`src/rtcawf_pkg.sv`:
```
/*
  Shared types and constants of the alarm, watchdog and flag block.
  Assumes a 100 MHz system clock and a 1/16 second timekeeping tick.
*/
package rtcawf_pkg;

  // Calendar fields compared by the alarms
  typedef struct packed {
    logic [7:0] day;
    logic [4:0] hour;
    logic [5:0] minute;
    logic [5:0] second;
  } rtcawf_date_t;

  // Status flags as seen by a flag read
  typedef struct packed {
    logic watchdog_timeout_flag;
    logic alarm_one_match_flag;
    logic alarm_two_match_flag;
    logic oscillator_fail_flag;
  } rtcawf_flags_t;

  // Watchdog register: resolution code and multiplier
  typedef struct packed {
    logic [1:0] resolution;
    logic [4:0] multiplier;
  } rtcawf_wdg_t;

  // Field limits
  localparam logic [3:0] SUB_MAX  = 4'hF;
  localparam logic [5:0] SEC_MAX  = 6'h3B;
  localparam logic [5:0] MIN_MAX  = 6'h3B;
  localparam logic [4:0] HOUR_MAX = 5'h17;
  localparam logic [7:0] DAY_MAX  = 8'hFF;

  // Tick timing: one sub-second step every 62.5 ms
  localparam int TICK_PERIOD_NS = 62_500_000;
  localparam int CLK_PERIOD_NS  = 10;
  localparam int TICK_CYC       = TICK_PERIOD_NS / CLK_PERIOD_NS;

  // Watchdog count width in ticks (64 x 31 fits)
  localparam int WDG_CNT_W = 12;

  // Resolution factors in ticks: 1/16 s, 1/4 s, 1 s, 4 s
  localparam logic [6:0] RES_F0 = 7'h01;
  localparam logic [6:0] RES_F1 = 7'h04;
  localparam logic [6:0] RES_F2 = 7'h10;
  localparam logic [6:0] RES_F3 = 7'h40;

  // Reset values
  localparam logic          HALT_RST  = 1'b1;
  localparam rtcawf_flags_t FLAGS_RST = 4'h0;
  localparam rtcawf_date_t  DATE_RST  = 25'h0000000;

endpackage

```
`src/rtcawf_top.sv`:
```
/*
  Alarm, watchdog, halt and status-flag logic of a real-time clock.
  Assumes all inputs are synchronous to CLK_SYS and that access
  strobes are one-cycle pulses from the host's serial register port.
*/
`timescale 1ns/1ps

// Notes on behaviour
// - Alarm one match sets its flag
// - Alarm one enable drives first interrupt line
// - Alarm two works only when enabled
// - Alarm two enable drives second interrupt line
// - Alarm two match sets its flag
// - Flag read clears set alarm flags
// - Watchdog period is resolution times multiplier
// - Unserviced watchdog period raises timeout flag
// - Watchdog interrupt holds until watchdog write
// - Writing zero disables the watchdog
// - Oscillator flag holds until host clears it
// - Time stands still while halt set
// - Sub-second field readable beside seconds
// - Power-down sets the halt bit
// - Alarm and timeout flags cleared only by flag read
module rtcawf_top
  import rtcawf_pkg::*;
#(
  parameter int TICK_CYCLES = TICK_CYC
) (
  // Clock and reset
  input  wire logic          CLK_SYS,
  input  wire logic          RST_N,
  // Time setting and readback
  input  wire logic          TIME_WR,
  input  wire rtcawf_date_t  TIME_WDATA,
  output rtcawf_date_t       TIME_NOW,
  output logic [3:0]         TIME_SUB,
  // Alarms
  input  wire logic          ALM1_WR,
  input  wire rtcawf_date_t  ALM1_WDATA,
  input  wire logic          ALM2_WR,
  input  wire rtcawf_date_t  ALM2_WDATA,
  input  wire logic          ALARM_ONE_IRQ_ENABLE,
  input  wire logic          ALARM_TWO_ENABLE,
  input  wire logic          ALARM_TWO_IRQ_ENABLE,
  // Watchdog
  input  wire logic          WDG_WR,
  input  wire rtcawf_wdg_t   WDG_WDATA,
  // Flags
  input  wire logic          FLAG_RD,
  output rtcawf_flags_t      FLAG_RDATA,
  input  wire logic          OSC_FAIL_IN,
  input  wire logic          OSC_FLAG_CLR,
  // Halt
  input  wire logic          POWER_DOWN,
  input  wire logic          HALT_WR,
  input  wire logic          HALT_WDATA,
  output logic               CLOCK_HALT_BIT,
  // Interrupt lines
  output logic               INTERRUPT_LINE_ONE_N,
  output logic               INTERRUPT_LINE_TWO_N
);

  localparam int DIV_W = $clog2(TICK_CYCLES);

  // Wrapping increment of a counter field
  function automatic logic [7:0] wrap_inc(input logic [7:0] v,
                                          input logic [7:0] lim);
    wrap_inc = (v == lim) ? 8'h00 : v + 8'h01;
  endfunction

  // Watchdog period in ticks
  function automatic logic [WDG_CNT_W-1:0] wdg_period(
    input rtcawf_wdg_t w);
    logic [6:0] f;
    unique case (w.resolution)
      2'h0: f = RES_F0;
      2'h1: f = RES_F1;
      2'h2: f = RES_F2;
      2'h3: f = RES_F3;
    endcase
    // Widen both factors first: 64 x 31 does not fit in seven bits
    wdg_period = WDG_CNT_W'(f) * WDG_CNT_W'(w.multiplier);
  endfunction

  // Timekeeping state
  logic [DIV_W-1:0] div_q,   div_d;    // Tick divider
  logic             tick_q,  tick_d;   // 1/16 s enable
  logic [3:0]       sub_q,   sub_d;    // Sub-second count
  rtcawf_date_t     time_q,  time_d;   // Calendar time
  logic             step_q,  step_d;   // New second reached
  logic             halt_q,  halt_d;   // Clock-halt bit
  rtcawf_date_t     alm1_q,  alm1_d;   // Alarm one setting
  rtcawf_date_t     alm2_q,  alm2_d;   // Alarm two setting
  // Watchdog state
  logic [WDG_CNT_W-1:0] wcnt_q, wcnt_d; // Remaining ticks
  logic             wrun_q,  wrun_d;   // Watchdog running
  logic             wirq_q,  wirq_d;   // Timeout holds line one
  // Flag state
  rtcawf_flags_t    flags_q, flags_d;  // Status flags
  rtcawf_flags_t    rdat_q,  rdat_d;   // Flag read data
  logic             interrupt_line_one_n_n_q, interrupt_line_one_n_n_d; // Line one level, low active
  logic             interrupt_line_two_n_n_q, interrupt_line_two_n_n_d; // Line two level, low active

  logic a1_hit;   // Alarm one match this cycle
  logic a2_hit;   // Alarm two match this cycle
  logic w_expire; // Watchdog period ran out

  assign a1_hit   = step_q && (time_q == alm1_q);
  assign a2_hit   = step_q && (time_q == alm2_q) && ALARM_TWO_ENABLE;
  assign w_expire = wrun_q && tick_q && (wcnt_q == WDG_CNT_W'(1));

  // Divider, time counting, halt and alarm settings
  always_comb begin
    div_d  = div_q;
    tick_d = 1'b0;
    sub_d  = sub_q;
    time_d = time_q;
    step_d = 1'b0;
    halt_d = halt_q;
    alm1_d = ALM1_WR ? ALM1_WDATA : alm1_q;
    alm2_d = ALM2_WR ? ALM2_WDATA : alm2_q;
    if (div_q == DIV_W'(TICK_CYCLES - 1)) begin
      div_d  = '0;
      tick_d = 1'b1;
    end else begin
      div_d = div_q + DIV_W'(1);
    end
    // Halt bit: power-down set wins over a host clear
    if (HALT_WR) begin
      halt_d = HALT_WDATA;
    end
    if (POWER_DOWN) begin
      halt_d = 1'b1;
    end
    if (TIME_WR) begin
      time_d = TIME_WDATA;
      sub_d  = 4'h0;
    end else if (tick_q && !halt_q) begin
      sub_d = 4'(wrap_inc({4'h0, sub_q}, {4'h0, SUB_MAX}));
      if (sub_q == SUB_MAX) begin
        step_d = 1'b1;
        time_d.second = 6'(wrap_inc({2'h0, time_q.second},
                                    {2'h0, SEC_MAX}));
        if (time_q.second == SEC_MAX) begin
          time_d.minute = 6'(wrap_inc({2'h0, time_q.minute},
                                      {2'h0, MIN_MAX}));
          if (time_q.minute == MIN_MAX) begin
            time_d.hour = 5'(wrap_inc({3'h0, time_q.hour},
                                      {3'h0, HOUR_MAX}));
            if (time_q.hour == HOUR_MAX) begin
              time_d.day = wrap_inc(time_q.day, DAY_MAX);
            end
          end
        end
      end
    end
  end

  // Timekeeping registers
  always_ff @(posedge CLK_SYS) begin
    if (!RST_N) begin
      div_q  <= '0;
      tick_q <= 1'b0;
      sub_q  <= 4'h0;
      time_q <= DATE_RST;
      step_q <= 1'b0;
      halt_q <= HALT_RST;
      alm1_q <= DATE_RST;
      alm2_q <= DATE_RST;
    end else begin
      div_q  <= div_d;
      tick_q <= tick_d;
      sub_q  <= sub_d;
      time_q <= time_d;
      step_q <= step_d;
      halt_q <= halt_d;
      alm1_q <= alm1_d;
      alm2_q <= alm2_d;
    end
  end

  // Watchdog: load on write, count ticks, stop at timeout
  always_comb begin
    wcnt_d = wcnt_q;
    wrun_d = wrun_q;
    wirq_d = wirq_q;
    if (WDG_WR) begin
      wcnt_d = wdg_period(WDG_WDATA);
      wrun_d = (wdg_period(WDG_WDATA) != '0);
      wirq_d = 1'b0;
    end else if (w_expire) begin
      wrun_d = 1'b0;
      wirq_d = 1'b1;
    end else if (wrun_q && tick_q) begin
      wcnt_d = wcnt_q - WDG_CNT_W'(1);
    end
  end

  // Watchdog registers
  always_ff @(posedge CLK_SYS) begin
    if (!RST_N) begin
      wcnt_q <= '0;
      wrun_q <= 1'b0;
      wirq_q <= 1'b0;
    end else begin
      wcnt_q <= wcnt_d;
      wrun_q <= wrun_d;
      wirq_q <= wirq_d;
    end
  end

  // Flags: read clears alarm and timeout flags, a new event wins
  always_comb begin
    flags_d = flags_q;
    rdat_d  = rdat_q;
    if (FLAG_RD) begin
      rdat_d = flags_q;
      flags_d.alarm_one_match_flag  = 1'b0;
      flags_d.alarm_two_match_flag  = 1'b0;
      flags_d.watchdog_timeout_flag = 1'b0;
    end
    if (OSC_FLAG_CLR) begin
      flags_d.oscillator_fail_flag = 1'b0;
    end
    if (OSC_FAIL_IN) begin
      flags_d.oscillator_fail_flag = 1'b1;
    end
    if (a1_hit) begin
      flags_d.alarm_one_match_flag = 1'b1;
    end
    if (a2_hit) begin
      flags_d.alarm_two_match_flag = 1'b1;
    end
    if (w_expire) begin
      flags_d.watchdog_timeout_flag = 1'b1;
    end
    // Lines are kept low-active in their flops so pins need no gate
    interrupt_line_one_n_n_d = !((flags_q.alarm_one_match_flag && ALARM_ONE_IRQ_ENABLE)
                 || wirq_q);
    interrupt_line_two_n_n_d = !(flags_q.alarm_two_match_flag
                 && ALARM_TWO_IRQ_ENABLE);
  end

  // Flag and interrupt registers
  always_ff @(posedge CLK_SYS) begin
    if (!RST_N) begin
      flags_q <= FLAGS_RST;
      rdat_q  <= FLAGS_RST;
      interrupt_line_one_n_n_q <= 1'b1;
      interrupt_line_two_n_n_q <= 1'b1;
    end else begin
      flags_q <= flags_d;
      rdat_q  <= rdat_d;
      interrupt_line_one_n_n_q <= interrupt_line_one_n_n_d;
      interrupt_line_two_n_n_q <= interrupt_line_two_n_n_d;
    end
  end

  // Outputs straight from flip-flops
  assign TIME_NOW             = time_q;
  assign TIME_SUB             = sub_q;
  assign FLAG_RDATA           = rdat_q;
  assign CLOCK_HALT_BIT       = halt_q;
  assign INTERRUPT_LINE_ONE_N = interrupt_line_one_n_n_q;
  assign INTERRUPT_LINE_TWO_N = interrupt_line_two_n_n_q;
endmodule

```
`config.mk`:
```
export PLATFORM = sky130hd
export DESIGN_NAME = rtcawf_top
export DESIGN_NICKNAME = d
export VERILOG_FILES = /design/src/rtcawf_pkg.sv /design/src/rtcawf_top.sv
export SDC_FILE = /design/constraint.sdc
export NUM_CORES = 1
export LEC_CHECK = 0
export ABC_AREA = 1
export BUFFER_PORTS_ARGS = -buffer_cell sky130_fd_sc_hd__buf_2
export CAP_MARGIN = 20
export CORE_UTILIZATION = 45
export CTS_CLUSTER_SIZE = 28
export DETAILED_ROUTE_END_ITERATION = 10
export PLACE_DENSITY = 0.71
export SYNTH_ARGS = -nofsm -noshare
export SYNTH_HDL_FRONTEND = slang
export SYNTH_SLANG_ARGS = --single-unit
export TNS_END_PERCENT = 30
```
`constraint.sdc`:
```
create_clock -name CLK_SYS -period 3.07 [get_ports CLK_SYS]
set_input_delay 0.1535 -clock CLK_SYS [delete_from_list [all_inputs] [get_ports CLK_SYS]]
set_output_delay 0.1535 -clock CLK_SYS [all_outputs]
set_load 0.005 [all_outputs]
```
==> metrics.txt, run 1 <==
# TYPE chip_impl_metric gauge
chip_impl_metric{name="routabilityCongestion",unit=""} 0.909
chip_impl_metric{name="postSynthNetCount",unit=""} 1233
chip_impl_metric{name="htreeDepth",unit=""} 4
chip_impl_metric{name="share_comb_of_total_power",unit=""} 0.129
chip_impl_metric{name="power_frac_seq",unit=""} 0.402
chip_impl_metric{name="whs_path_depth",unit=""} 3
chip_impl_info{name="tritoncts",value="done"} 1
chip_impl_metric{name="die_height",unit="microns"} 129
chip_impl_metric{name="via_per_inst",unit=""} 5.03
chip_impl_metric{name="cts_hold_repair.buffers",unit=""} 33
chip_impl_metric{name="synthesis.area_per_instance",unit="sq um"} 6.58
chip_impl_metric{name="antenna_found_initial",unit=""} 0
chip_impl_metric{name="grt_pass1_vias",unit=""} 6850
chip_impl_metric{name="postSynthCellCount",unit=""} 1111
chip_impl_info{name="hold_path.startpoint",value="ALM1_WDATA[18]"} 1
chip_impl_info{name="worstSetupPathType",value="input pin to flip-flop"} 1
chip_impl_metric{name="postLayoutCoreUtil",unit=""} 0.569
chip_impl_info{name="clock_tree.root_cell",value="sky130_fd_sc_hd__clkbuf_16"} 1
chip_impl_metric{name="clock_skew",unit="ns"} 0.00607
chip_impl_metric{name="die_width",unit="microns"} 129
chip_impl_metric{name="yosysWarnings",unit=""} 0
chip_impl_metric{name="clock.fmax",unit="GHz"} 0.436
chip_impl_metric{name="final.setup.worst_slack",unit="ns"} 0.776
chip_impl_info{name="synth_area_leader_cell",value="sky130_fd_sc_hd__dfxtp_1"} 1
chip_impl_metric{name="grt_start_max_net_pins",unit=""} 80
chip_impl_metric{name="top_level_ports",unit=""} 133
chip_impl_info{name="setup_repair_after_global_routing_missed_its_margin",value="false"} 1
chip_impl_metric{name="path_buf_inv",unit=""} 7
chip_impl_metric{name="critical_path.max_fanout",unit=""} 4
chip_impl_metric{name="buffers_inserted_by_post_cts_timing_repair",unit=""} 0
chip_impl_info{name="mostFrequentLayoutCell",value="sky130_fd_sc_hd__nand2_1"} 1
chip_impl_metric{name="diodes_inserted",unit=""} 0
chip_impl_metric{name="std_cell_rows",unit=""} 46
chip_impl_metric{name="detail_route.first_pass.iterations",unit=""} 5
chip_impl_metric{name="maxSlewViolCount",unit=""} 0
chip_impl_metric{name="post_synth_instance_area",unit="sq um"} 7310
chip_impl_metric{name="ff2ff_setup_slack",unit="ns"} 0.95
chip_impl_info{name="capturing_element_type_of_the_critical_path",value="flip-flop"} 1
chip_impl_info{name="synth_top_cells_by_area",value="sky130_fd_sc_hd__dfxtp_1 35%, sky130_fd_sc_hd__nand2_1 13%, sky130_fd_sc_hd__nor2_1 9.0%"} 1
chip_impl_metric{name="setup_tns",unit="ns"} 0
chip_impl_metric{name="cellInternalPower",unit="uW"} 3380
chip_impl_info{name="holdCritPathClass",value="input pin to flip-flop"} 1
chip_impl_metric{name="power.density",unit="nW/um^2"} 505
chip_impl_metric{name="cts-buffers-inserted",unit=""} 17
chip_impl_metric{name="maxCapViolCount",unit=""} 0
chip_impl_metric{name="dr.first_iter.drc_count",unit=""} 532
chip_impl_metric{name="wire_per_inst",unit="microns"} 13.5
chip_impl_info{name="min_delay_worst_endpoint",value="alm1_q[18]$_SDFFE_PN0P_"} 1
chip_impl_info{name="timing.critical_path.from_type",value="input pin"} 1
chip_impl_metric{name="synthDistinctLibCells",unit=""} 43
chip_impl_metric{name="setup_viol",unit=""} 0
chip_impl_metric{name="p_sw_frac",unit=""} 0.260
chip_impl_info{name="worstReg2RegEnd",value="div_q[12]$_SDFF_PP0_"} 1
chip_impl_metric{name="synth-seq-cells",unit=""} 129
chip_impl_metric{name="cts.repair.resized",unit=""} 0
chip_impl_metric{name="worst_ir_drop_vdd",unit="mV"} 0.403
chip_impl_metric{name="timing_worst_slew_pin_value",unit="ns"} 0.979
chip_impl_metric{name="wirelength",unit="microns"} 20100
chip_impl_metric{name="final.fill_count",unit=""} 1536
chip_impl_metric{name="clock_sink_count",unit=""} 129
chip_impl_metric{name="reg2reg_depth",unit=""} 6
chip_impl_info{name="critical_path.cell_chain",value="buf_2 -> inv_1 -> nor2_1 -> inv_1 -> nor2_1 -> ha_1 -> inv_1 -> fa_1 -> fa_1 -> inv_1 -> ha_1 -> inv_1 -> nor2_1 -> nand3_1 -> nand2_1 -> nand2_1 -> nand2_1 -> nor2_1 -> nand3_1 -> nand2_1 -> inv_1"} 1
chip_impl_metric{name="num-nets-final",unit=""} 1382
chip_impl_metric{name="critPathArrivalTime",unit="ns"} 2.62
chip_impl_metric{name="yosysTopAreaCellShare",unit=""} 0.353
chip_impl_metric{name="num_vias",unit=""} 7484
chip_impl_metric{name="global_route.usage.total",unit=""} 0.249
chip_impl_metric{name="power.net_switching",unit="uW"} 1190
chip_impl_info{name="critical_path.reg2reg.startpoint",value="div_q[0]$_SDFF_PP0_"} 1
chip_impl_metric{name="worstPathRequired",unit="ns"} 3.39
chip_impl_metric{name="placement.io_buffers",unit=""} 132
chip_impl_info{name="synth-main-ff-cell",value="sky130_fd_sc_hd__dfxtp_1"} 1
chip_impl_metric{name="initial_core_util",unit=""} 0.460
chip_impl_metric{name="wire_length_of_the_first_global_routing_pass",unit="microns"} 32400
chip_impl_metric{name="final_critical_path_required_period",unit="ns"} 2.29
chip_impl_metric{name="total_die_area",unit="sq um"} 16800
chip_impl_metric{name="count_of_flip_flops_with_a_built_in_enable_after_synthesis",unit=""} 0
chip_impl_metric{name="drive_above_1_share",unit=""} 0.154
chip_impl_metric{name="global_route.overflow_total",unit=""} 0
chip_impl_metric{name="cts.reportedPaths.clkPinSlew",unit="ns"} 0.06
chip_impl_metric{name="synth.yosys.seq_area_share",unit=""} 0.353
chip_impl_metric{name="clk_latency",unit="ns"} 0.42
chip_impl_metric{name="final_antenna_net_count",unit=""} 0
chip_impl_metric{name="place.detailed.hpwl",unit="microns"} 14800
chip_impl_metric{name="slew_headroom",unit=""} 0.346
chip_impl_metric{name="core_area",unit="sq um"} 15900
chip_impl_metric{name="pre_cts_slack",unit="ns"} 0.345
chip_impl_metric{name="worst_path_largest_cell_delay",unit="ns"} 0.41
chip_impl_metric{name="area_growth",unit="%"} 23.7
chip_impl_metric{name="drc",unit=""} 0
chip_impl_info{name="layout.cells.most_common_list",value="251 x sky130_fd_sc_hd__nand2_1, 175 x sky130_fd_sc_hd__nor2_1, 136 x sky130_fd_sc_hd__inv_1, 132 x sky130_fd_sc_hd__buf_2, 129 x sky130_fd_sc_hd__dfxtp_1"} 1
chip_impl_metric{name="clockBufferDepth",unit=""} 2
chip_impl_metric{name="power_frac_clock",unit=""} 0.468
chip_impl_metric{name="timing_hold_violations_final",unit=""} 0
chip_impl_metric{name="final.period_utilization",unit=""} 0.747
chip_impl_metric{name="p_leak",unit="uW"} 0.00409
chip_impl_metric{name="async_flop_share",unit=""} 0
chip_impl_info{name="most_used_cell_cp",value="sky130_fd_sc_hd__inv_1"} 1
chip_impl_info{name="outcome",value="completed"} 1
chip_impl_info{name="worst_path_max_delay_cell",value="sky130_fd_sc_hd__fa_1"} 1
chip_impl_info{name="path_delay_family",value="adder cells"} 1
power groups by stage:
stage	logic [uW]	clock network [uW]	registers (uW)
after floorplan	390	0	1840
after global placement	548	0	1870
after detailed placement	554	0	1870
after CTS	589	2170	1840
after global routing	677	2250	1850
final	591	2140	1840
tightest hold or removal path: stages:
cell	delay (ns)
sky130_fd_sc_hd__buf_2	0.07
sky130_fd_sc_hd__o21ai_0	0.07
sky130_fd_sc_hd__a21oi_1	0.10
cell type report:
type	count	area [sq um]	area share
clock inverters	14	189	0.0209
repair buffers	169	1020	0.113
well taps	216	270	0.0299
clock buffers	18	439	0.0485
multi-input cells	801	4010	0.443
inverters	142	536	0.0592
flip-flops and latches	129	2580	0.285
flip-flops by register name, summed over array words and instances, names as in the netlist:
signal and count:
TIME_NOW 25, alm1_q 25, alm2_q 25, div_q 23
wcnt_q 12, FLAG_RDATA 4, TIME_SUB 4, flags_q 4
CLOCK_HALT_BIT 1, INTERRUPT_LINE_ONE_N 1, INTERRUPT_LINE_TWO_N 1, step_q 1
tick_q 1, wirq_q 1, wrun_q 1
cells by family (layout without fill, tap and decap cells):
family,Yosys count,count (layout),synth area share
compound gates,187,187,0.138
flops,129,129,0.353
xor+xnor,32,32,0.0383
simple gates,557,557,0.325
buf+inv,181,343,0.0987
fa+ha+maj,25,25,0.0469
synth_stat cells, types with 4 or more instances:
master and number:
sky130_fd_sc_hd__nand3_1 70, sky130_fd_sc_hd__nor3_1 17, sky130_fd_sc_hd__fa_1 4, sky130_fd_sc_hd__nand4_1 20, sky130_fd_sc_hd__inv_1 136, sky130_fd_sc_hd__nand3_2 7
sky130_fd_sc_hd__nor2_1 175, sky130_fd_sc_hd__xor2_1 16, sky130_fd_sc_hd__buf_2 10, sky130_fd_sc_hd__a31oi_1 8, sky130_fd_sc_hd__o21ai_0 92, sky130_fd_sc_hd__xnor2_1 16
sky130_fd_sc_hd__ha_1 21, sky130_fd_sc_hd__a21oi_1 64, sky130_fd_sc_hd__nand2_1 251, sky130_fd_sc_hd__buf_1 4, sky130_fd_sc_hd__clkbuf_1 22, sky130_fd_sc_hd__a21oi_2 5
sky130_fd_sc_hd__o22ai_1 7, sky130_fd_sc_hd__dfxtp_1 129
layer usage:
layer	global-route usage	wire, microns	up-vias
met4	0.0937	417	0
met5	0	0	-
met2	0.399	8890	182
met3	0.0458	1140	34
li1	-	-	3876
met1	0.334	9600	3392
per-stage QoR:
stage | cells | hold WS [ns] | power (uW) | area (sq um)
floorplan | 1111 | 0.238 | 2230 | 7310
global route | 1489 | 0.0194 | 4780 | 9050
finish | 1489 | 0.0126 | 4570 | 9050
global placement | 1424 | 0.349 | 2420 | 8090
detailed placement | 1424 | 0.351 | 2420 | 8090
CTS | 1489 | 0.00169 | 4600 | 9050
how the worst max path moves through the flow:
| stage | from | to | slack, ns | cells past startpoint |
|---|---|---|---|---|
| floorplan | WDG_WDATA[5] | wrun_q$_SDFFE_PN0P_ | 0.63 | 20 |
| global placement | WDG_WDATA[5] | wrun_q$_SDFFE_PN0P_ | 0.38 | 21 |
| detailed placement | WDG_WDATA[5] | wrun_q$_SDFFE_PN0P_ | 0.34 | 21 |
| CTS | WDG_WDATA[5] | wrun_q$_SDFFE_PN0P_ | 0.79 | 21 |
| global route | WDG_WDATA[5] | wrun_q$_SDFFE_PN0P_ | 0.53 | 21 |
| finish | WDG_WDATA[5] | wrun_q$_SDFFE_PN0P_ | 0.78 | 21 |
Note: power is estimated with default switching activity, not from simulation.
==> run 2: changes to the inputs <==
ABC_AREA = 0   (was 1)
PLACE_DENSITY = 0.74   (was 0.71)
clock period = 2.05 ns   (was 3.07 ns; I/O delays follow)
==> metrics.txt, run 2 <==
# TYPE chip_impl_metric gauge
chip_impl_info{name="setup.worst_path.start",value="WDG_WDATA[5]"} 1
chip_impl_metric{name="area_growth",unit="%"} 36.7
chip_impl_info{name="synth_top_family_by_area",value="simple AND/OR/NAND/NOR gates"} 1
chip_impl_info{name="setup_repair_after_global_routing_missed_its_margin",value="true"} 1
chip_impl_info{name="worstReg2RegEnd",value="TIME_NOW[12]$_SDFFE_PN0P_"} 1
chip_impl_metric{name="via_per_inst",unit=""} 5.44
chip_impl_info{name="mostFrequentLayoutCell",value="sky130_fd_sc_hd__buf_2"} 1
chip_impl_metric{name="ff2ff_setup_slack",unit="ns"} 0.10
chip_impl_metric{name="worstPathRequired",unit="ns"} 2.34
chip_impl_metric{name="postLayoutCoreUtil",unit=""} 0.637
chip_impl_metric{name="whs_path_depth",unit=""} 2
chip_impl_metric{name="routabilityCongestion",unit=""} 0.902
chip_impl_metric{name="postSynthCellCount",unit=""} 779
chip_impl_info{name="synth-main-ff-cell",value="sky130_fd_sc_hd__dfxtp_1"} 1
chip_impl_metric{name="yosys.area_share.xor_xnor",unit=""} 0.112
chip_impl_metric{name="yosys-mux-area-fraction",unit=""} 0.0893
chip_impl_metric{name="place.detailed.hpwl",unit="microns"} 13800
chip_impl_metric{name="cts-buffers-inserted",unit=""} 17
chip_impl_metric{name="maxCapViolCount",unit=""} 0
chip_impl_metric{name="timing_worst_slew_pin_value",unit="ns"} 0.742
chip_impl_metric{name="synth_fa_ha_area_frac",unit=""} 0.0500
chip_impl_metric{name="grt_start_max_net_pins",unit=""} 37
chip_impl_metric{name="clockBufferDepth",unit=""} 2
chip_impl_metric{name="power",unit="uW"} 6630
chip_impl_info{name="timing.critical_path.from_type",value="input pin"} 1
chip_impl_metric{name="yosysWarnings",unit=""} 0
chip_impl_metric{name="clk_latency",unit="ns"} 0.42
chip_impl_metric{name="timing_hold_violations_final",unit=""} 0
chip_impl_metric{name="antenna_found_initial",unit=""} 0
chip_impl_metric{name="num_vias",unit=""} 6565
chip_impl_info{name="clock_tree.root_cell",value="sky130_fd_sc_hd__clkbuf_16"} 1
chip_impl_metric{name="count_of_flip_flops_with_a_built_in_enable_after_synthesis",unit=""} 0
chip_impl_metric{name="num-nets-final",unit=""} 1131
chip_impl_metric{name="final.setup.worst_slack",unit="ns"} -0.148
chip_impl_metric{name="wirelength",unit="microns"} 20400
chip_impl_metric{name="htreeDepth",unit=""} 4
chip_impl_metric{name="diodes_inserted",unit=""} 0
chip_impl_metric{name="post_synthesis_compound_gate_area_fraction",unit=""} 0.121
chip_impl_metric{name="combined_area_of_the_multi_input_logic_cells",unit="sq um"} 4110
chip_impl_metric{name="post_synth_instance_area",unit="sq um"} 6850
chip_impl_metric{name="critical_path.max_fanout",unit=""} 6
chip_impl_info{name="synth_top_cells_by_count",value="129 x sky130_fd_sc_hd__dfxtp_1, 121 x sky130_fd_sc_hd__nor2_1, 60 x sky130_fd_sc_hd__mux2i_1, 51 x sky130_fd_sc_hd__xor2_1, 41 x sky130_fd_sc_hd__nand2_1"} 1
chip_impl_metric{name="async_flop_share",unit=""} 0
chip_impl_metric{name="placement.io_buffers",unit=""} 132
chip_impl_metric{name="setup_tns",unit="ns"} -0.215
chip_impl_metric{name="top_level_ports",unit=""} 133
chip_impl_metric{name="global_route.overflow_total",unit=""} 0
chip_impl_metric{name="synthesis.area_per_instance",unit="sq um"} 8.80
chip_impl_info{name="worstSetupPathType",value="input pin to flip-flop"} 1
chip_impl_metric{name="final_antenna_net_count",unit=""} 0
chip_impl_metric{name="cts.reportedPaths.clkPinSlew",unit="ns"} 0.05
chip_impl_metric{name="layout.area.seq",unit="sq um"} 2580
chip_impl_metric{name="total_die_area",unit="sq um"} 15700
chip_impl_metric{name="die_width",unit="microns"} 125
chip_impl_metric{name="clock_skew",unit="ns"} 0.0131
chip_impl_info{name="cp-endpoint",value="wrun_q$_SDFFE_PN0P_"} 1
chip_impl_info{name="outcome",value="finished, violations left"} 1
chip_impl_metric{name="global_route.usage.total",unit=""} 0.260
chip_impl_info{name="layout.cells.most_common_list",value="130 x sky130_fd_sc_hd__buf_2, 129 x sky130_fd_sc_hd__dfxtp_1, 121 x sky130_fd_sc_hd__nor2_1, 65 x sky130_fd_sc_hd__dlygate4sd3_1, 60 x sky130_fd_sc_hd__mux2i_1"} 1
chip_impl_info{name="critical_path.reg2reg.startpoint",value="TIME_SUB[0]$_SDFFE_PP0P_"} 1
chip_impl_metric{name="yosys.area_share.simple",unit=""} 0.210
chip_impl_metric{name="clock.fmax",unit="GHz"} 0.455
chip_impl_metric{name="power.density",unit="nW/um^2"} 708
chip_impl_metric{name="std_cell_rows",unit=""} 44
chip_impl_info{name="yosys.cell_count.top_type",value="sky130_fd_sc_hd__dfxtp_1"} 1
chip_impl_metric{name="postSynthNetCount",unit=""} 901
chip_impl_metric{name="drc",unit=""} 16
chip_impl_info{name="synth_area_leader_cell",value="sky130_fd_sc_hd__dfxtp_1"} 1
chip_impl_metric{name="p_leak",unit="uW"} 0.00426
chip_impl_metric{name="critPathArrivalTime",unit="ns"} 2.48
chip_impl_metric{name="grt_pass1_vias",unit=""} 6459
chip_impl_metric{name="synth.yosys.seq_area_share",unit=""} 0.377
chip_impl_metric{name="die_height",unit="microns"} 125
chip_impl_metric{name="wire_length_of_the_first_global_routing_pass",unit="microns"} 32000
chip_impl_metric{name="yosysTopAreaCellShare",unit=""} 0.377
chip_impl_metric{name="maxSlewViolCount",unit=""} 0
chip_impl_info{name="failing_checks",value="DRC, setup timing"} 1
chip_impl_info{name="holdCritPathClass",value="input pin to flip-flop"} 1
chip_impl_info{name="synth_top_cells_by_area",value="sky130_fd_sc_hd__dfxtp_1 38%, sky130_fd_sc_hd__mux2i_1 8.8%, sky130_fd_sc_hd__nor2_1 6.6%"} 1
chip_impl_metric{name="final.period_utilization",unit=""} 1.07
chip_impl_metric{name="synthDistinctLibCells",unit=""} 69
chip_impl_info{name="tritoncts",value="done"} 1
chip_impl_metric{name="detail_route.first_pass.iterations",unit=""} 8
chip_impl_metric{name="final_critical_path_required_period",unit="ns"} 2.20
chip_impl_metric{name="setup_viol",unit=""} 3
chip_impl_info{name="capturing_element_type_of_the_critical_path",value="flip-flop"} 1
chip_impl_metric{name="worst_ir_drop_vdd",unit="mV"} 0.618
chip_impl_metric{name="final.fill_count",unit=""} 1187
chip_impl_metric{name="slew_headroom",unit=""} 0.506
chip_impl_metric{name="initial_core_util",unit=""} 0.466
chip_impl_metric{name="dr.first_iter.drc_count",unit=""} 524
chip_impl_metric{name="core_area",unit="sq um"} 14700
chip_impl_metric{name="clock_sink_count",unit=""} 129
chip_impl_metric{name="synth-seq-cells",unit=""} 129
chip_impl_metric{name="drive_above_1_share",unit=""} 0.256
chip_impl_metric{name="reg2reg_depth",unit=""} 6
chip_impl_metric{name="wire_per_inst",unit="microns"} 16.9
-- run 2: changes by cell type after synthesis, moves of 47 or more --
cell / previous run / this run
sky130_fd_sc_hd__inv_1: 136 / 25
sky130_fd_sc_hd__mux2i_1: 0 / 60
sky130_fd_sc_hd__nand2_1: 251 / 41
sky130_fd_sc_hd__nand3_1: 70 / 23
sky130_fd_sc_hd__nor2_1: 175 / 121
sky130_fd_sc_hd__o21ai_0: 92 / 26
-- run 2: worst max-delay path, cell delays in order --
cell and delay [ns]:
sky130_fd_sc_hd__buf_8 0.11, sky130_fd_sc_hd__nor3b_2 0.25, sky130_fd_sc_hd__ha_4 0.17, sky130_fd_sc_hd__inv_2 0.03
sky130_fd_sc_hd__fa_2 0.33, sky130_fd_sc_hd__fa_2 0.34, sky130_fd_sc_hd__inv_2 0.07, sky130_fd_sc_hd__ha_4 0.21
sky130_fd_sc_hd__nor4bb_1 0.13, sky130_fd_sc_hd__a31oi_1 0.17, sky130_fd_sc_hd__o2111ai_2 0.14, sky130_fd_sc_hd__nor4_2 0.29
sky130_fd_sc_hd__a41oi_1 0.14
-- run 2: worst min-delay path by stage --
stage,start,slack [ns],to
CTS,RST_N,0.005,flags_q[2]$_SDFFE_PN0P_
floorplan,ALARM_TWO_IRQ_ENABLE,0.19,INTERRUPT_LINE_TWO_N$_SDFF_PN1_
global placement,POWER_DOWN,0.29,CLOCK_HALT_BIT$_SDFFE_PP1P_
global route,TIME_WDATA[17],0.01,TIME_NOW[17]$_SDFFE_PN0P_
finish,RST_N,0.02,INTERRUPT_LINE_TWO_N$_SDFF_PN1_
detailed placement,POWER_DOWN,0.29,CLOCK_HALT_BIT$_SDFFE_PP1P_
-- run 2: stage by stage --
| step | cell area [sq um] | std cells | hold slack (ns) | setup WS, ns |
|---|---|---|---|---|
| 2_1_floorplan | 6900 | 779 | 0.187 | -0.421 |
| 3_3_place_gp | 8030 | 1108 | 0.289 | -0.576 |
| 3_5_place_dp | 8030 | 1108 | 0.291 | -0.665 |
| 4_1_cts | 9260 | 1205 | 0.00452 | -0.186 |
| 5_1_grt | 9360 | 1206 | 0.0136 | -0.317 |
| 6_report | 9360 | 1206 | 0.0228 | -0.148 |
-- run 2: cell families (layout without fill, tap and decap cells) --
logic type,after synthesis,after routing
compound gates,116,116
mux,61,61
simple gates,290,290
fa+ha+maj,25,25
buf+inv,70,313
flops,129,129
xor+xnor,88,88
-- run 2: routing by layer --
layer / GRT usage / up-vias / share of wire
li1: - / 3184 / -
met1: 0.296 / 3076 / 0.41
met2: 0.456 / 262 / 0.50
met3: 0.0659 / 43 / 0.060
met4: 0.122 / 0 / 0.029
met5: 0 / - / 0
-- run 2: area by class of cell --
type	instances	share of cell area
Clock buffer	22	0.0517
Timing Repair Buffer	255	0.190
Tap cell	184	0.0246
Sequential cell	129	0.276
Clock inverter	10	0.00895
Inverter	26	0.0104
Multi-Input combinational cell	580	0.439
-- run 2: power by group --
| group | total [uW] | switching [uW] | internal (uW) |
|---|---|---|---|
| Sequential | 2720 | 100 | 2620 |
| Clock | 2870 | 1090 | 1780 |
| Combinational | 1030 | 509 | 525 |
| Total | 6630 | 1700 | 4930 |
-- run 2: timing repair --
item | in CTS | in global routing
pin swaps | 4 | 9
hold endpoints to repair | 63 | 0
setup buffers | 0 | 1
hold buffers | 65 | 0
cloned | 0 | 0
resized for setup | 4 | 22
setup endpoints to repair | 6 | 14
==> run 3: changes to the inputs <==
CORE_ASPECT_RATIO = 2   (was not set)
==> metrics.txt, run 3 (synthesis results as in run 2) <==
# TYPE chip_impl_metric gauge
chip_impl_info{name="outcome",value="finished, violations left"} 1
chip_impl_info{name="failing_checks",value="setup timing"} 1
chip_impl_metric{name="cts-buffers-inserted",unit=""} 17
chip_impl_info{name="clock_tree.root_cell",value="sky130_fd_sc_hd__clkbuf_16"} 1
chip_impl_metric{name="path_buf_inv",unit=""} 3
chip_impl_metric{name="dr.first_iter.drc_count",unit=""} 403
chip_impl_metric{name="power.density",unit="nW/um^2"} 708
chip_impl_info{name="timing.critical_path.from_type",value="input pin"} 1
chip_impl_metric{name="final.setup.worst_slack",unit="ns"} -0.242
chip_impl_info{name="setup.worst_path.start",value="WDG_WDATA[5]"} 1
chip_impl_info{name="cp-endpoint",value="wrun_q$_SDFFE_PN0P_"} 1
chip_impl_metric{name="setup_tns",unit="ns"} -0.515
chip_impl_metric{name="reg2reg_depth",unit=""} 6
chip_impl_metric{name="antenna_found_initial",unit=""} 1
chip_impl_metric{name="htreeDepth",unit=""} 4
chip_impl_info{name="capturing_element_type_of_the_critical_path",value="flip-flop"} 1
chip_impl_metric{name="cellInternalPower",unit="uW"} 4760
chip_impl_info{name="mostFrequentLayoutCell",value="sky130_fd_sc_hd__buf_2"} 1
chip_impl_info{name="worstSetupPathType",value="input pin to flip-flop"} 1
chip_impl_metric{name="post_layout_nonfiller_instances",unit=""} 1223
chip_impl_metric{name="critical_path.max_fanout",unit=""} 5
chip_impl_metric{name="die_height",unit="microns"} 177
chip_impl_metric{name="worstPathRequired",unit="ns"} 2.34
chip_impl_info{name="setup_repair_after_global_routing_missed_its_margin",value="true"} 1
chip_impl_metric{name="num-nets-final",unit=""} 1136
chip_impl_info{name="path_delay_family",value="adder cells"} 1
chip_impl_metric{name="ff2ff_setup_slack",unit="ns"} 0.08
chip_impl_metric{name="met2WireLength",unit="microns"} 11900
chip_impl_metric{name="wire_per_inst",unit="microns"} 19.0
chip_impl_metric{name="critPathArrivalTime",unit="ns"} 2.58
chip_impl_metric{name="final_critical_path_required_period",unit="ns"} 2.29
chip_impl_metric{name="worst_path_largest_cell_delay",unit="ns"} 0.34
chip_impl_info{name="critical_path.cell_chain",value="buf_8 -> nor2b_4 -> and2_4 -> ha_4 -> inv_2 -> fa_2 -> fa_2 -> inv_2 -> ha_4 -> nor4bb_4 -> a31oi_1 -> o2111ai_2 -> nor4_2 -> a41oi_1"} 1
chip_impl_metric{name="setup_viol",unit=""} 5
chip_impl_metric{name="wire_length_of_the_first_global_routing_pass",unit="microns"} 34600
chip_impl_metric{name="via_per_inst",unit=""} 5.49
chip_impl_metric{name="placement.io_buffers",unit=""} 132
chip_impl_metric{name="top_level_ports",unit=""} 133
chip_impl_metric{name="die_width",unit="microns"} 89.3
chip_impl_metric{name="share_comb_of_total_power",unit=""} 0.162
chip_impl_metric{name="grt_start_max_net_pins",unit=""} 50
chip_impl_metric{name="place.detailed.hpwl",unit="microns"} 15600
chip_impl_metric{name="std_cell_rows",unit=""} 63
chip_impl_metric{name="drc",unit=""} 0
chip_impl_metric{name="global_route.overflow_total",unit=""} 0
chip_impl_metric{name="core_area",unit="sq um"} 14800
chip_impl_info{name="top_layer",value="met4"} 1
chip_impl_metric{name="clock.fmax",unit="GHz"} 0.436
chip_impl_metric{name="power",unit="uW"} 6710
chip_impl_metric{name="global_route.usage.total",unit=""} 0.301
chip_impl_metric{name="power_frac_seq",unit=""} 0.407
chip_impl_metric{name="clk_latency",unit="ns"} 0.42
chip_impl_metric{name="p_leak",unit="uW"} 0.00430
chip_impl_metric{name="final.period_utilization",unit=""} 1.12
chip_impl_metric{name="clock_sink_count",unit=""} 129
chip_impl_metric{name="power.net_switching",unit="uW"} 1940
chip_impl_metric{name="drive_above_1_share",unit=""} 0.278
chip_impl_metric{name="timing_hold_violations_final",unit=""} 0
chip_impl_info{name="holdCritPathClass",value="input pin to flip-flop"} 1
chip_impl_info{name="worstReg2RegEnd",value="TIME_NOW[18]$_SDFFE_PN0P_"} 1
chip_impl_metric{name="slew_headroom",unit=""} 0.498
chip_impl_metric{name="power_frac_clock",unit=""} 0.430
chip_impl_metric{name="area_growth",unit="%"} 38.3
chip_impl_metric{name="final_antenna_net_count",unit=""} 0
chip_impl_metric{name="met3_wirelength",unit="microns"} 1700
chip_impl_metric{name="critical_path_depth",unit=""} 14
chip_impl_metric{name="detail_route.first_pass.iterations",unit=""} 5
chip_impl_metric{name="p_sw_frac",unit=""} 0.290
chip_impl_metric{name="routabilityCongestion",unit=""} 0.894
chip_impl_metric{name="wirelength_met1",unit="microns"} 7310
chip_impl_metric{name="initial_core_util",unit=""} 0.462
chip_impl_info{name="worst_path_max_delay_cell",value="sky130_fd_sc_hd__fa_2"} 1
chip_impl_metric{name="cts.reportedPaths.clkPinSlew",unit="ns"} 0.06
chip_impl_metric{name="wirelength",unit="microns"} 23300
chip_impl_metric{name="clockBufferDepth",unit=""} 2
chip_impl_metric{name="maxCapViolCount",unit=""} 0
chip_impl_metric{name="total_die_area",unit="sq um"} 15800
chip_impl_metric{name="numPlacedInstances",unit=""} 1123
chip_impl_metric{name="worst_ir_drop_vdd",unit="mV"} 0.631
chip_impl_metric{name="timing_worst_slew_pin_value",unit="ns"} 0.753
chip_impl_info{name="tritoncts",value="done"} 1
chip_impl_metric{name="maxSlewViolCount",unit=""} 0
chip_impl_info{name="critical_path.reg2reg.startpoint",value="TIME_NOW[7]$_SDFFE_PN0P_"} 1
chip_impl_metric{name="grt_pass1_vias",unit=""} 6774
chip_impl_info{name="layout.cells.most_common_list",value="130 x sky130_fd_sc_hd__buf_2, 127 x sky130_fd_sc_hd__dfxtp_1, 120 x sky130_fd_sc_hd__nor2_1, 63 x sky130_fd_sc_hd__dlygate4sd3_1, 63 x sky130_fd_sc_hd__buf_4"} 1
chip_impl_metric{name="num_vias",unit=""} 6710
chip_impl_metric{name="clock_skew",unit="ns"} 0.0136
## run 3: cell types whose count changed in the layout (fill, tap and decap cells not counted), moves of 3 or more
| cell | previous run | this run |
|---|---|---|
| sky130_fd_sc_hd__buf_4 | 56 | 63 |
| sky130_fd_sc_hd__clkinv_2 | 6 | 1 |
| sky130_fd_sc_hd__inv_6 | 0 | 5 |
| sky130_fd_sc_hd__inv_8 | 0 | 5 |
| sky130_fd_sc_hd__clkbuf_8 | 4 | 0 |
| sky130_fd_sc_hd__and2_1 | 10 | 7 |
## run 3: metrics by stage
step | setup slack, ns | util | hold WS, ns | area [sq um]
3_3_place_gp | -0.651 | 0.545 | 0.287 | 8080
6_report | -0.242 | 0.640 | 0.0359 | 9480
2_1_floorplan | -0.421 | - | 0.187 | 6900
4_1_cts | -0.189 | 0.628 | 0.0166 | 9300
3_5_place_dp | -0.718 | 0.545 | 0.288 | 8080
5_1_grt | -0.344 | 0.640 | 0.0147 | 9480
## run 3: worst min path at each step
stage                                           end  slack, ns  cells after the start                 start
floorplan           INTERRUPT_LINE_TWO_N$_SDFF_PN1_       0.19                      1  ALARM_TWO_IRQ_ENABLE
global placement        CLOCK_HALT_BIT$_SDFFE_PP1P_       0.29                      2            POWER_DOWN
finish                     TIME_NOW[5]$_SDFFE_PN0P_       0.04                      3         TIME_WDATA[5]
detailed placement      CLOCK_HALT_BIT$_SDFFE_PP1P_       0.29                      2            POWER_DOWN
CTS                        TIME_NOW[5]$_SDFFE_PN0P_       0.02                      3         TIME_WDATA[5]
global route               TIME_NOW[5]$_SDFFE_PN0P_       0.01                      3         TIME_WDATA[5]
## run 3: cell type report
type | instances | area, sq um
inverter | 26 | 97.6
fill | 1209 | 5340
multi-input combinational | 580 | 4170
sequential | 129 | 2580
clock buffer | 17 | 425
tap | 195 | 244
clock inverter | 15 | 138
antenna | 1 | 2.50
timing repair buffer | 260 | 1820
## run 3: worst register-to-register path: stages (launching register included)
cell and delay (ns):
sky130_fd_sc_hd__dfxtp_1 0.41, sky130_fd_sc_hd__ha_1 0.25, sky130_fd_sc_hd__nand2b_1 0.16, sky130_fd_sc_hd__o41ai_2 0.47, sky130_fd_sc_hd__and2_2 0.32, sky130_fd_sc_hd__nor2_1 0.06, sky130_fd_sc_hd__a211oi_1 0.22
## run 3: repair_timing
item                                    4_1_cts  5_1_grt
hold endpoints to repair                     61        0
pin swaps                                     3       12
hold buffers                                 63        0
resized for setup                             4       40
setup buffers                                 0        4
endpoints found under the setup margin        6       25
## run 3: power groups by stage
stage / Clock, uW / Combinational (uW) / Sequential (uW)
detailed placement: 0 / 899 / 2780
floorplan: 0 / 542 / 2760
CTS: 2910 / 1000 / 2720
global placement: 0 / 884 / 2770
global route: 3020 / 1170 / 2750
finish: 2890 / 1090 / 2730
## run 3: routing by layer
| metal | vias up | GRT usage |
|---|---|---|
| met5 | - | 0 |
| met4 | 0 | 0.296 |
| met3 | 126 | 0.103 |
| met2 | 291 | 0.514 |
| met1 | 3113 | 0.256 |
| li1 | 3180 | - |
